--- config.mk ---
export PLATFORM = sky130hd
export DESIGN_NAME = atc_timer
export DESIGN_NICKNAME = d
export VERILOG_FILES = /design/src/verilog/atc_pkg.sv /design/src/verilog/atc_sync.sv /design/src/verilog/atc_edge.sv /design/src/verilog/atc_timer.sv
export SDC_FILE = /design/constraint.sdc
export NUM_CORES = 1
export LEC_CHECK = 0
export BUFFER_PORTS_ARGS = -buffer_cell sky130_fd_sc_hd__clkbuf_2
export CORE_MARGIN = 4
export CORE_UTILIZATION = 61
export DETAILED_ROUTE_END_ITERATION = 10
export GPL_TIMING_DRIVEN = 0
export PLACE_DENSITY = 0.8
export SLEW_MARGIN = 20
export SYNTH_ARGS = -nofsm -noshare
export SYNTH_HDL_FRONTEND = slang
export SYNTH_HIERARCHICAL = 1
export SYNTH_SLANG_ARGS = --single-unit
--- constraint.sdc ---
create_clock -name core_clk -period 3.6 [get_ports core_clk]
set_input_delay 0.36 -clock core_clk [delete_from_list [all_inputs] [get_ports core_clk]]
set_output_delay 0.36 -clock core_clk [all_outputs]
set_load 0.02 [all_outputs]
--- src/verilog/atc_pkg.sv ---
package atc_pkg;
    // Register offsets (I/O space)
    localparam logic [7:0] ADDR_CONTROL  = 8'h33;
    localparam logic [7:0] ADDR_COUNT    = 8'h32;
    localparam logic [7:0] ADDR_COMPARE  = 8'h31;
    localparam logic [7:0] ADDR_ASYNC    = 8'h30;
    localparam logic [7:0] ADDR_SPECIAL  = 8'h20;
    localparam logic [7:0] ADDR_IRQ_EN   = 8'h39;
    localparam logic [7:0] ADDR_IRQ_FLAG = 8'h38;
    // Control register fields
    localparam int CTL_FORCE   = 7;
    localparam int CTL_WAVE_HI = 6;
    localparam int CTL_COM_HI  = 5;
    localparam int CTL_COM_LO  = 4;
    localparam int CTL_WAVE_LO = 3;
    localparam int CTL_CS_HI   = 2;
    localparam logic [7:0] CTL_RESET    = 8'h00;
    localparam logic [7:0] CTL_RD_MASK  = 8'h7F;
    // Async status fields
    localparam int AS_SELECT  = 3;
    localparam int AS_CNT_UB  = 2;
    localparam int AS_CMP_UB  = 1;
    localparam int AS_CTL_UB  = 0;
    // Special function register fields
    localparam int SF_PSR     = 0;
    // Interrupt enable and flag fields
    localparam int IRQ_CMP    = 1;
    localparam int IRQ_OVF    = 0;
    // Counter constants
    localparam logic [7:0] CNT_BOTTOM = 8'h00;
    localparam logic [7:0] CNT_MAX    = 8'hFF;
    localparam logic [7:0] ZERO8      = 8'h00;
    localparam int PRESC_W = 10;
    localparam int SYNC_STAGES = 3;
    // Wave modes
    typedef enum logic [1:0] {
        WAVE_NORMAL = 2'b00,
        WAVE_PCPWM  = 2'b01,
        WAVE_CTC    = 2'b10,
        WAVE_FAST   = 2'b11
    } atc_wave_e;
    // Compare output modes
    localparam logic [1:0] COM_OFF    = 2'b00;
    localparam logic [1:0] COM_TOGGLE = 2'b01;
    localparam logic [1:0] COM_CLEAR  = 2'b10;
    localparam logic [1:0] COM_SET    = 2'b11;
    // Clock select
    localparam logic [2:0] CS_STOP  = 3'h0;
    localparam logic [2:0] CS_DIV1  = 3'h1;
    localparam logic [2:0] CS_DIV8  = 3'h2;
    localparam logic [2:0] CS_DIV32 = 3'h3;
    localparam logic [2:0] CS_DIV64 = 3'h4;
    localparam logic [2:0] CS_DIV128 = 3'h5;
    localparam logic [2:0] CS_DIV256 = 3'h6;
    localparam logic [2:0] CS_DIV1024 = 3'h7;
    // Prescaler taps (bit index whose rollover gives the divide)
    localparam int TAP8 = 2;
    localparam int TAP32 = 4;
    localparam int TAP64 = 5;
    localparam int TAP128 = 6;
    localparam int TAP256 = 7;
    localparam int TAP1024 = 9;
endpackage

--- src/verilog/atc_sync.sv ---
`timescale 1ns/1ps
`default_nettype none
module atc_sync
    import atc_pkg::*;
(
    input  wire logic core_clk,
    input  wire logic rst,
    input  wire logic clkEn,
    input  wire logic dIn,
    output var  logic dOut
);
    logic [SYNC_STAGES-1:0] stage_q;
    logic [SYNC_STAGES-1:0] stage_d;

    always_comb begin
        stage_d = {stage_q[SYNC_STAGES-2:0], dIn};
    end

    always_ff @(posedge core_clk or posedge rst) begin
        if (rst) begin
            stage_q <= '0;
        end else if (clkEn) begin
            stage_q <= stage_d;
        end
    end

    assign dOut = stage_q[SYNC_STAGES-1];
endmodule // atc_sync
`default_nettype wire

--- src/verilog/atc_edge.sv ---
`timescale 1ns/1ps
`default_nettype none
module atc_edge
    import atc_pkg::*;
(
    input  wire logic core_clk,
    input  wire logic rst,
    input  wire logic clkEn,
    input  wire logic level,
    output var  logic rise
);
    logic last_q;
    logic last_d;

    always_comb begin
        last_d = level;
    end

    always_ff @(posedge core_clk or posedge rst) begin
        if (rst) begin
            last_q <= 1'b0;
        end else if (clkEn) begin
            last_q <= last_d;
        end
    end

    assign rise = level & ~last_q;
endmodule // atc_edge
`default_nettype wire

--- src/verilog/atc_timer.sv ---
`timescale 1ns/1ps
`default_nettype none
// How it works
// - Phase PWM: compare at bottom holds output low, at max high; mode 11 the reverse.
// - Compare moving off max forces output to the up-count match level.
// - Start above compare still applies the missed up-count output change.
// - Counter advances on a tick enable from the chosen source.
// - Async writes sit in holding registers, land after two crystal edges.
// - Counter, compare and control each have their own holding register.
// - One busy flag per async register, cleared once it has landed.
// - Pending compare or counter write blocks compare match in async.
// - Interrupt logic needs one crystal cycle before a new interrupt.
// - Crystal oscillator runs in all sleeps but power-down and standby.
// - Async wake-up starts on the next timer cycle after the event.
// - Counter reads come from a copy refreshed each core cycle, or each crystal rising edge in async.
// - Async flags reach the core after three core plus one timer cycle.
// - Compare output changes on the core clock, synchronised.
// - Source defaults to core clock; async select takes crystal pins.
// - Prescaler gives 1, 8, 32, 64, 128, 256, 1024 and stop.
// - Writing the prescaler reset bit restarts the division phase.
// - Control: b7 force, b6/b3 wave mode, b5:4 out mode, b2:0 clock.
// - Wave modes: normal, phase PWM, clear on match, fast PWM.
// - Clock select codes 0 to 7 map stop, 1, 8, 32 ... 1024.
// - Force compare acts only outside PWM, no irq, reads zero.
// - Phase PWM mode 10 clears up, sets down; 11 reverse; 00 off.
module atc_timer
    import atc_pkg::*;
(
    input  wire logic       core_clk,
    input  wire logic       rst,
    input  wire logic       clkEn,
    input  wire logic [7:0] ioAddr,
    input  wire logic [7:0] ioWrData,
    input  wire logic       ioWrEn,
    input  wire logic       ioRdEn,
    output var  logic [7:0] ioRdData_q,
    input  wire logic       crystal_input_pin,
    input  wire logic       sleepDeep,
    output var  logic       crystal_output_pin,
    output var  logic       crystalPinsOwned_q,
    output var  logic       oscRun_q,
    output var  logic       compare_output_pin,
    output var  logic       compareOutEn_q,
    output var  logic       irqCompare_q,
    output var  logic       irqOverflow_q,
    output var  logic       wakeReq_q
);
    // ------------------------------------------------------------
    // Register state
    // ------------------------------------------------------------
    logic [7:0] ctl_q, ctl_d, cmp_q, cmp_d, cnt_q, cnt_d;
    logic [7:0] cmpBuf_q, cmpBuf_d;
    logic [7:0] holdCnt_q, holdCnt_d, holdCmp_q, holdCmp_d;
    logic [7:0] holdCtl_q, holdCtl_d, cntCopy_q, cntCopy_d;
    logic [2:0] busy_q, busy_d, pend_q, pend_d;
    logic [1:0] landCnt_q, landCnt_d;
    logic       asyncSel_q, asyncSel_d, downCnt_q, downCnt_d;
    logic       outBit_q, outBit_d, cntWrBlk_q, cntWrBlk_d;
    logic [1:0] irqEn_q, irqEn_d, irqFlag_q, irqFlag_d;
    logic       irqArmed_q, irqArmed_d;
    logic [PRESC_W-1:0] presc_q, presc_d;
    logic [7:0] rdData_d;
    logic       wake_d;

    // ------------------------------------------------------------
    // Crystal edge detection
    // ------------------------------------------------------------
    logic xtalSync, xtalRise;
    atc_sync u_xtal_sync (
        .core_clk (core_clk),
        .rst      (rst),
        .clkEn    (clkEn),
        .dIn      (crystal_input_pin),
        .dOut     (xtalSync)
    );
    atc_edge u_xtal_edge (
        .core_clk (core_clk),
        .rst      (rst),
        .clkEn    (clkEn),
        .level    (xtalSync),
        .rise     (xtalRise)
    );

    // ------------------------------------------------------------
    // Decode
    // ------------------------------------------------------------
    logic [1:0] wave;
    logic [1:0] comMode;
    logic [2:0] clkSel;
    logic       srcTick, tick, presRst, forceStrobe;
    logic       wrCtl, wrCnt, wrCmp, isPwm, match, cmpPend;
    assign wave    = {ctl_q[CTL_WAVE_HI], ctl_q[CTL_WAVE_LO]};
    assign comMode = ctl_q[CTL_COM_HI:CTL_COM_LO];
    assign clkSel  = ctl_q[CTL_CS_HI:0];
    assign isPwm   = wave[0];
    assign srcTick = asyncSel_q ? xtalRise : 1'b1;
    assign presRst = ioWrEn && ioAddr == ADDR_SPECIAL && ioWrData[SF_PSR];
    assign wrCtl   = ioWrEn && ioAddr == ADDR_CONTROL;
    assign wrCnt   = ioWrEn && ioAddr == ADDR_COUNT;
    assign wrCmp   = ioWrEn && ioAddr == ADDR_COMPARE;
    assign forceStrobe = wrCtl && ioWrData[CTL_FORCE] && !ioWrData[CTL_WAVE_LO];
    assign cmpPend = asyncSel_q && (busy_q[AS_CMP_UB] || busy_q[AS_CNT_UB]);
    assign match   = cnt_q == cmp_q && !cmpPend && !cntWrBlk_q;

    // ------------------------------------------------------------
    // Prescaler
    // ------------------------------------------------------------
    always_comb begin
        presc_d = presc_q;
        tick = 1'b0;
        if (presRst) begin
            presc_d = '0;
        end else if (srcTick) begin
            presc_d = presc_q + 1'b1;
        end
        if (srcTick) begin
            case (clkSel)
                CS_STOP:    tick = 1'b0;
                CS_DIV1:    tick = 1'b1;
                CS_DIV8:    tick = &presc_q[TAP8:0];
                CS_DIV32:   tick = &presc_q[TAP32:0];
                CS_DIV64:   tick = &presc_q[TAP64:0];
                CS_DIV128:  tick = &presc_q[TAP128:0];
                CS_DIV256:  tick = &presc_q[TAP256:0];
                default:    tick = &presc_q[TAP1024:0];
            endcase
        end
    end

    // ------------------------------------------------------------
    // Async write path
    // ------------------------------------------------------------
    always_comb begin
        asyncSel_d = asyncSel_q;
        holdCnt_d = holdCnt_q;
        holdCmp_d = holdCmp_q;
        holdCtl_d = holdCtl_q;
        busy_d = busy_q;
        pend_d = pend_q;
        landCnt_d = landCnt_q;
        if (ioWrEn && ioAddr == ADDR_ASYNC) begin
            asyncSel_d = ioWrData[AS_SELECT];
        end
        if (asyncSel_q) begin
            if (wrCnt) begin
                holdCnt_d = ioWrData;
                busy_d[AS_CNT_UB] = 1'b1;
            end
            if (wrCmp) begin
                holdCmp_d = ioWrData;
                busy_d[AS_CMP_UB] = 1'b1;
            end
            if (wrCtl) begin
                holdCtl_d = ioWrData & CTL_RD_MASK;
                busy_d[AS_CTL_UB] = 1'b1;
            end
            if (xtalRise) begin
                if (|busy_q) begin
                    landCnt_d = landCnt_q + 1'b1;
                end
                if (landCnt_q == 2'd1) begin
                    pend_d = busy_q; // landed after second edge
                    busy_d = (busy_d & ~busy_q) | {wrCnt, wrCmp, wrCtl};
                    landCnt_d = 2'd0;
                end
            end else begin
                pend_d = 3'b000;
            end
        end else begin
            busy_d = 3'b000;
            pend_d = 3'b000;
            landCnt_d = 2'd0;
        end
    end

    // ------------------------------------------------------------
    // Counter and waveform
    // ------------------------------------------------------------
    always_comb begin
        ctl_d = ctl_q;
        cnt_d = cnt_q;
        cmp_d = cmp_q;
        cmpBuf_d = cmpBuf_q;
        downCnt_d = downCnt_q;
        outBit_d = outBit_q;
        cntWrBlk_d = cntWrBlk_q;
        if (tick) begin
            cntWrBlk_d = 1'b0;
            case (atc_wave_e'(wave))
                WAVE_PCPWM: begin
                    if (cnt_q == CNT_MAX) begin
                        downCnt_d = 1'b1;
                        cnt_d = cnt_q - 1'b1;
                        if (cmpBuf_q != cmp_q) begin
                            cmp_d = cmpBuf_q; // compare update at top
                        end
                    end else if (cnt_q == CNT_BOTTOM) begin
                        downCnt_d = 1'b0;
                        cnt_d = cnt_q + 1'b1;
                    end else begin
                        cnt_d = downCnt_q ? cnt_q - 1'b1 : cnt_q + 1'b1;
                    end
                    if (cmp_q == CNT_BOTTOM) begin
                        outBit_d = comMode == COM_SET;
                    end else if (cmp_q == CNT_MAX) begin
                        outBit_d = comMode != COM_SET;
                        if (cnt_q == CNT_MAX && cmpBuf_q != CNT_MAX) begin
                            outBit_d = comMode == COM_SET;
                        end
                    end else if (match) begin
                        outBit_d = downCnt_q ^ (comMode == COM_SET);
                    end else if (!downCnt_q && cnt_q > cmp_q
                                 && outBit_q != (comMode == COM_SET)) begin
                        outBit_d = comMode == COM_SET;
                    end
                end
                WAVE_FAST: begin
                    cnt_d = cnt_q + 1'b1;
                    if (cnt_q == CNT_MAX) begin
                        cmp_d = cmpBuf_q;
                        outBit_d = comMode != COM_SET;
                    end else if (match) begin
                        outBit_d = comMode == COM_SET;
                    end
                end
                WAVE_CTC: begin
                    cnt_d = match ? CNT_BOTTOM : cnt_q + 1'b1;
                    cmp_d = cmpBuf_q;
                end
                default: begin
                    cnt_d = cnt_q + 1'b1;
                    cmp_d = cmpBuf_q;
                end
            endcase
            if (!isPwm && match) begin
                outBit_d = comMode == COM_TOGGLE ? ~outBit_q
                         : comMode == COM_SET;
            end
        end
        if (forceStrobe) begin
            outBit_d = comMode == COM_TOGGLE ? ~outBit_q
                     : comMode == COM_SET;
        end
        if (asyncSel_q) begin
            if (pend_q[AS_CNT_UB]) begin
                cnt_d = holdCnt_q;
                cntWrBlk_d = 1'b1;
            end
            if (pend_q[AS_CMP_UB]) begin
                cmpBuf_d = holdCmp_q;
            end
            if (pend_q[AS_CTL_UB]) begin
                ctl_d = holdCtl_q;
            end
        end else begin
            if (wrCnt) begin
                cnt_d = ioWrData;
                cntWrBlk_d = 1'b1;
            end
            if (wrCmp) begin
                cmpBuf_d = ioWrData;
            end
            if (wrCtl) begin
                ctl_d = ioWrData & CTL_RD_MASK;
            end
        end
    end

    // ------------------------------------------------------------
    // Counter copy, flags, readback
    // ------------------------------------------------------------
    logic ovfEvt, cmpEvt;
    assign ovfEvt = tick && (isPwm && !wave[1] ? cnt_q == CNT_BOTTOM
                                               : cnt_q == CNT_MAX);
    assign cmpEvt = tick && match;

    always_comb begin
        cntCopy_d = cntCopy_q;
        irqEn_d = irqEn_q;
        irqFlag_d = irqFlag_q;
        irqArmed_d = irqArmed_q;
        wake_d = 1'b0;
        rdData_d = ZERO8;
        if (!asyncSel_q || xtalRise) begin
            cntCopy_d = cnt_q;
            irqArmed_d = 1'b1;
        end
        if (ioWrEn && ioAddr == ADDR_IRQ_EN) begin
            irqEn_d = ioWrData[1:0];
        end
        if (ioWrEn && ioAddr == ADDR_IRQ_FLAG) begin
            irqFlag_d = irqFlag_q & ~ioWrData[1:0];
        end
        if (irqArmed_q) begin
            if (cmpEvt) begin
                irqFlag_d[IRQ_CMP] = 1'b1;
            end
            if (ovfEvt) begin
                irqFlag_d[IRQ_OVF] = 1'b1;
            end
        end
        if (asyncSel_q && |(irqFlag_d & irqEn_q)
            && !(|(irqFlag_q & irqEn_q))) begin
            wake_d = 1'b1;
            irqArmed_d = 1'b0;
        end
        if (ioRdEn) begin
            if (ioAddr == ADDR_CONTROL) begin
                rdData_d = ctl_q & CTL_RD_MASK;
            end else if (ioAddr == ADDR_COUNT) begin
                rdData_d = cntCopy_q;
            end else if (ioAddr == ADDR_COMPARE) begin
                rdData_d = cmpBuf_q;
            end else if (ioAddr == ADDR_ASYNC) begin
                rdData_d = {4'h0, asyncSel_q, busy_q};
            end else if (ioAddr == ADDR_IRQ_EN) begin
                rdData_d = {6'h00, irqEn_q};
            end else if (ioAddr == ADDR_IRQ_FLAG) begin
                rdData_d = {6'h00, irqFlag_q};
            end
        end
    end

    // ------------------------------------------------------------
    // Registers
    // ------------------------------------------------------------
    always_ff @(posedge core_clk or posedge rst) begin
        if (rst) begin
            ctl_q <= CTL_RESET;
            cnt_q <= CNT_BOTTOM;
            cmp_q <= CNT_BOTTOM;
            cmpBuf_q <= CNT_BOTTOM;
            holdCnt_q <= ZERO8;
            holdCmp_q <= ZERO8;
            holdCtl_q <= ZERO8;
            cntCopy_q <= ZERO8;
            busy_q <= 3'b000;
            pend_q <= 3'b000;
            landCnt_q <= 2'd0;
            asyncSel_q <= 1'b0;
            downCnt_q <= 1'b0;
            outBit_q <= 1'b0;
            cntWrBlk_q <= 1'b0;
            irqEn_q <= 2'b00;
            irqFlag_q <= 2'b00;
            irqArmed_q <= 1'b1;
            presc_q <= '0;
            ioRdData_q <= ZERO8;
            wakeReq_q <= 1'b0;
            irqCompare_q <= 1'b0;
            irqOverflow_q <= 1'b0;
            compare_output_pin <= 1'b0;
            compareOutEn_q <= 1'b0;
            crystalPinsOwned_q <= 1'b0;
            oscRun_q <= 1'b0;
            crystal_output_pin <= 1'b0;
        end else if (clkEn) begin
            ctl_q <= ctl_d;
            cnt_q <= cnt_d;
            cmp_q <= cmp_d;
            cmpBuf_q <= cmpBuf_d;
            holdCnt_q <= holdCnt_d;
            holdCmp_q <= holdCmp_d;
            holdCtl_q <= holdCtl_d;
            cntCopy_q <= cntCopy_d;
            busy_q <= busy_d;
            pend_q <= pend_d;
            landCnt_q <= landCnt_d;
            asyncSel_q <= asyncSel_d;
            downCnt_q <= downCnt_d;
            outBit_q <= outBit_d;
            cntWrBlk_q <= cntWrBlk_d;
            irqEn_q <= irqEn_d;
            irqFlag_q <= irqFlag_d;
            irqArmed_q <= irqArmed_d;
            presc_q <= presc_d;
            ioRdData_q <= rdData_d;
            wakeReq_q <= wake_d;
            irqCompare_q <= irqFlag_d[IRQ_CMP] & irqEn_d[IRQ_CMP];
            irqOverflow_q <= irqFlag_d[IRQ_OVF] & irqEn_d[IRQ_OVF];
            compare_output_pin <= outBit_d;
            compareOutEn_q <= ctl_d[CTL_COM_HI:CTL_COM_LO] != COM_OFF;
            crystalPinsOwned_q <= asyncSel_d;
            oscRun_q <= asyncSel_d && !sleepDeep;
            crystal_output_pin <= ~xtalSync;
        end
    end
endmodule // atc_timer
`default_nettype wire

==> results by group <==
Synth
  – Yosys cell types: 74
  – Seq cells post-synth: 107
  – Mapped cell area: 6120 um^2
  – EDFF count, synth: 0
  – Most frequent cell after synthesis: dfrtp_1
  – List of most frequent post-synthesis cells: dfrtp_1, nand2_1, mux2_2, nor2_1, o21ai_0
  – Syn. warnings: 6
  – Sequential fraction of the synthesis area: 0.438
  – Dominant cells by area after synthesis: dfrtp_1, mux2_2, nand2_1
  – Yosys top cell area share: 0.433
  – Post-synth top flop: dfrtp_1
  – Avg Synthesized Cell Area: 9.62 um^2
  – Synthesized instance count: 636
  – Mapped Nets: 676
  – Area leader, netlist: dfrtp_1
  – Async SR Flop Fraction: 1.00

Power
  – Total Power: 2900 uW
  – Power Density: 432 nW/um^2
  – Pleak: 0.00304 uW
  – Maximum VDD drop: 0.455 mV

STA
  – Slew Viols, Final: 0
  – Unrepaired setup endpoints after global routing: false
  – Relative slew slack: 0.166
  – Worst slew pin tran: 1.25 ns
  – Clock Skews: 0.0157 ns
  – Final Hold Fails: 0
  – Final setup viols: 0
  – Min cycle time layout: 3.45 ns
  – F_max: 0.290 GHz
  – Final period util: 0.959

Setup path
  – Critical-path top delay cell: a31oi_1
  – Crit path DAT: 3.76 ns
  – Slowest cell delay on critical path: 0.90 ns
  – Setup crit start: presc_q[0]
  – R2R Path End: cnt_q[3]
  – R2R setup slack: 0.15 ns
  – CP Max Fanout: 10
  – Worst reg2reg startpoint: presc_q[0]
  – CP required: 3.91 ns
  – Critical path's most frequent cell: ha_1
  – Crit path kind: flip-flop to flip-flop
  – Worst R2R Path Depth: 10
  – Critical path, cell by cell: ha_1, and3_1, ha_1, nand3b_1, and4b_1, a31oi_1, clkbuf_1, a221oi_1, or2_2, a41oi_1
  – CP Capture Type: flip-flop
  – Crit path capture: cnt_q[3]
  – Startpoint types: flip-flop

Detailed routing
  – Post-DR wirelength/cell: 20.3 um
  – Drt initial violations: 507
  – ANT nets after route: 0
  – Met3 routed WL: 1.12 mm
  – Routed length on met1: 7.09 mm
  – DR top layer: met4
  – Via/cell ratio: 6.50
  – DRT Pass-1 Iters: 5
  – WL met2: 8.02 mm
  – # DRC: 0
  – Vias: 5339
  – WL final: 16.7 mm

Global route
  – Total track usage: 0.307
  – Vias in the first global route: 5318
  – GR Overflow Total: 0
  – Antenna violations before repair: 0
  – First-pass GRT wire length: 27.5 mm
  – Largest net degree at the start of global routing: 80

Clock network
  – Clk buf depth: 2
  – CTS tree: built
  – Resize count post-CTS: 0
  – H-Tree Level Count: 3
  – Root Buffer: clkbuf_8
  – Clock-pin slew on the worst setup and hold paths: 0.11 ns
  – CTS sink cnt: 107
  – CTS buffer count: 9
  – Clk_lat worst skew: 0.41 ns

Outcome
  – Status: finished, final reports clean

Flow run
  – Total of max-cap violations: 0

Layout
  – Fin util: 0.687
  – Share of post-route cells with drive strength above 1: 0.165
  – Fin nets: 724
  – Fillers: 828
  – Area growth, synth to finish: 9.65%
  – # diodes: 0

Floorplanning
  – Die Y-Extent: 108 um
  – Num rows: 36
  – I/O pin cnt: 39
  – Die ar.: 11700 um^2
  – Core area: 9770 um^2
  – Starting density of the core: 0.626
  – Die width: 108 um

Placed design
  – Gpl congestion: 0.896
  – HPWL Detailed: 12.3 mm
  – PortBufs: 35

Worst hold path
  – Hold crit path type: primary input to flip-flop
-- critical path, delay by kind of cell, from the launching register on --
kind	cells	cell delay [ns]
AOI/OAI and AO/OA	3	1.22
adders and majority gates	2	0.40
buffers and inverters	1	0.49
DFF	1	0.42
and+or+nand+nor	4	0.83
-- layer usage --
layer | GRT usage | vias to the layer above
li1 | - | 2421
met1 | 0.412 | 2647
met2 | 0.495 | 230
met3 | 0.0597 | 41
met4 | 0.120 | 0
met5 | 0 | -
-- layout make-up --
class	instances	area (um^2)	share of cell area
clock inverters	6	78.8	0.0117
plain buffers	31	120	0.0179
flip-flops and latches	107	2680	0.399
repair buffers	37	213	0.0317
multi-input cells	469	3210	0.479
clock buffers	10	128	0.0190
inverters	29	114	0.0170
well taps	133	166	0.0248
-- registers in the layout, summed over array words and instances (netlist names), 2 cells and up --
| register | cells |
|---|---|
| cntCopy_q | 8 |
| busy_q | 3 |
| ctl_q | 7 |
| irqEn_q | 2 |
| holdCmp_q | 8 |
| holdCnt_q | 8 |
| holdCtl_q | 7 |
| pend_q | 3 |
| cmp_q | 8 |
| u_xtal_sync/stage_q | 3 |
| landCnt_q | 2 |
| ioRdData_q | 8 |
| presc_q | 10 |
| cmpBuf_q | 8 |
| cnt_q | 8 |
| irqFlag_q | 2 |
-- power by group --
group	leakage [uW]	internal [uW]	total (uW)	switching, uW
registers	0.00141	1320	1470	145
clock network	0.0000954	330	778	448
logic	0.00153	278	653	374
-- cell usage in the layout (no fill, tap or decap), types with 4 or more instances in the layout --
cell type,netlist,routed
dfrtp_1,106,106
nand2_1,72,72
mux2_2,41,41
nor2_1,39,39
o21ai_0,37,37
clkbuf_2,0,35
a21oi_1,29,29
inv_1,29,28
clkbuf_1,26,27
ha_1,17,17
nand3_1,16,16
mux2i_1,15,15
nor3_1,13,13
a22o_1,12,12
xor2_1,12,12
a21o_1,10,10
nor4_1,9,9
clkbuf_8,0,9
and3_1,8,8
a31oi_1,8,8
nand4_1,8,8
a22oi_1,8,8
o31ai_1,7,7
a211oi_1,6,6
nand2b_1,5,5
and2_1,5,5
xnor2_1,5,5
or3_1,5,5
nor2b_1,5,5
o211ai_1,5,5
o2bb2ai_1,4,4
o22ai_1,4,4
a221o_1,4,4
-- how the worst min path moves through the flow --
stage              start                  to  slack, ns  cells after the start
6_report       sleepDeep            oscRun_q       0.13                      2
5_1_grt        sleepDeep            oscRun_q       0.14                      2
4_1_cts        sleepDeep            oscRun_q       0.12                      2
3_5_place_dp         rst  u_xtal_edge/last_q       0.25                      2
3_3_place_gp         rst  u_xtal_edge/last_q       0.20                      2
2_1_floorplan        rst  u_xtal_edge/last_q       0.09                      1
-- cells by family after synthesis --
group                    after synthesis  share of synthesized area
AO/OA/AOI/OAI                        168                      0.187
XOR/XNOR                              17                     0.0243
adder cells (fa/ha/maj)               17                     0.0348
buffers and inverters                 60                     0.0374
flip-flops                           107                      0.438
multiplexers                          58                      0.106
AND/OR/NAND/NOR                      209                      0.172
-- stage by stage --
| stage | instance area, um^2 | TNS (ns) | hold slack (ns) | cells | setup WS (ns) |
|---|---|---|---|---|---|
| 6_report | 6710 | 0 | 0.125 | 822 | 0.146 |
| 4_1_cts | 6710 | 0 | 0.118 | 822 | 0.283 |
| 5_1_grt | 6710 | 0 | 0.137 | 822 | 0.0103 |
| 3_5_place_dp | 6490 | 0 | 0.252 | 805 | 0.380 |
| 3_3_place_gp | 6460 | -55.98 | 0.201 | 804 | -0.554 |
| 2_1_floorplan | 6120 | 0 | 0.0887 | 636 | 0.538 |
-- timing repair --
action                    in CTS  in global routing
hold endpoints to repair      27                  0
buffers inserted               0                  0
hold buffers                   1                  0
No activity file was read; power rests on OpenSTA's default activity.
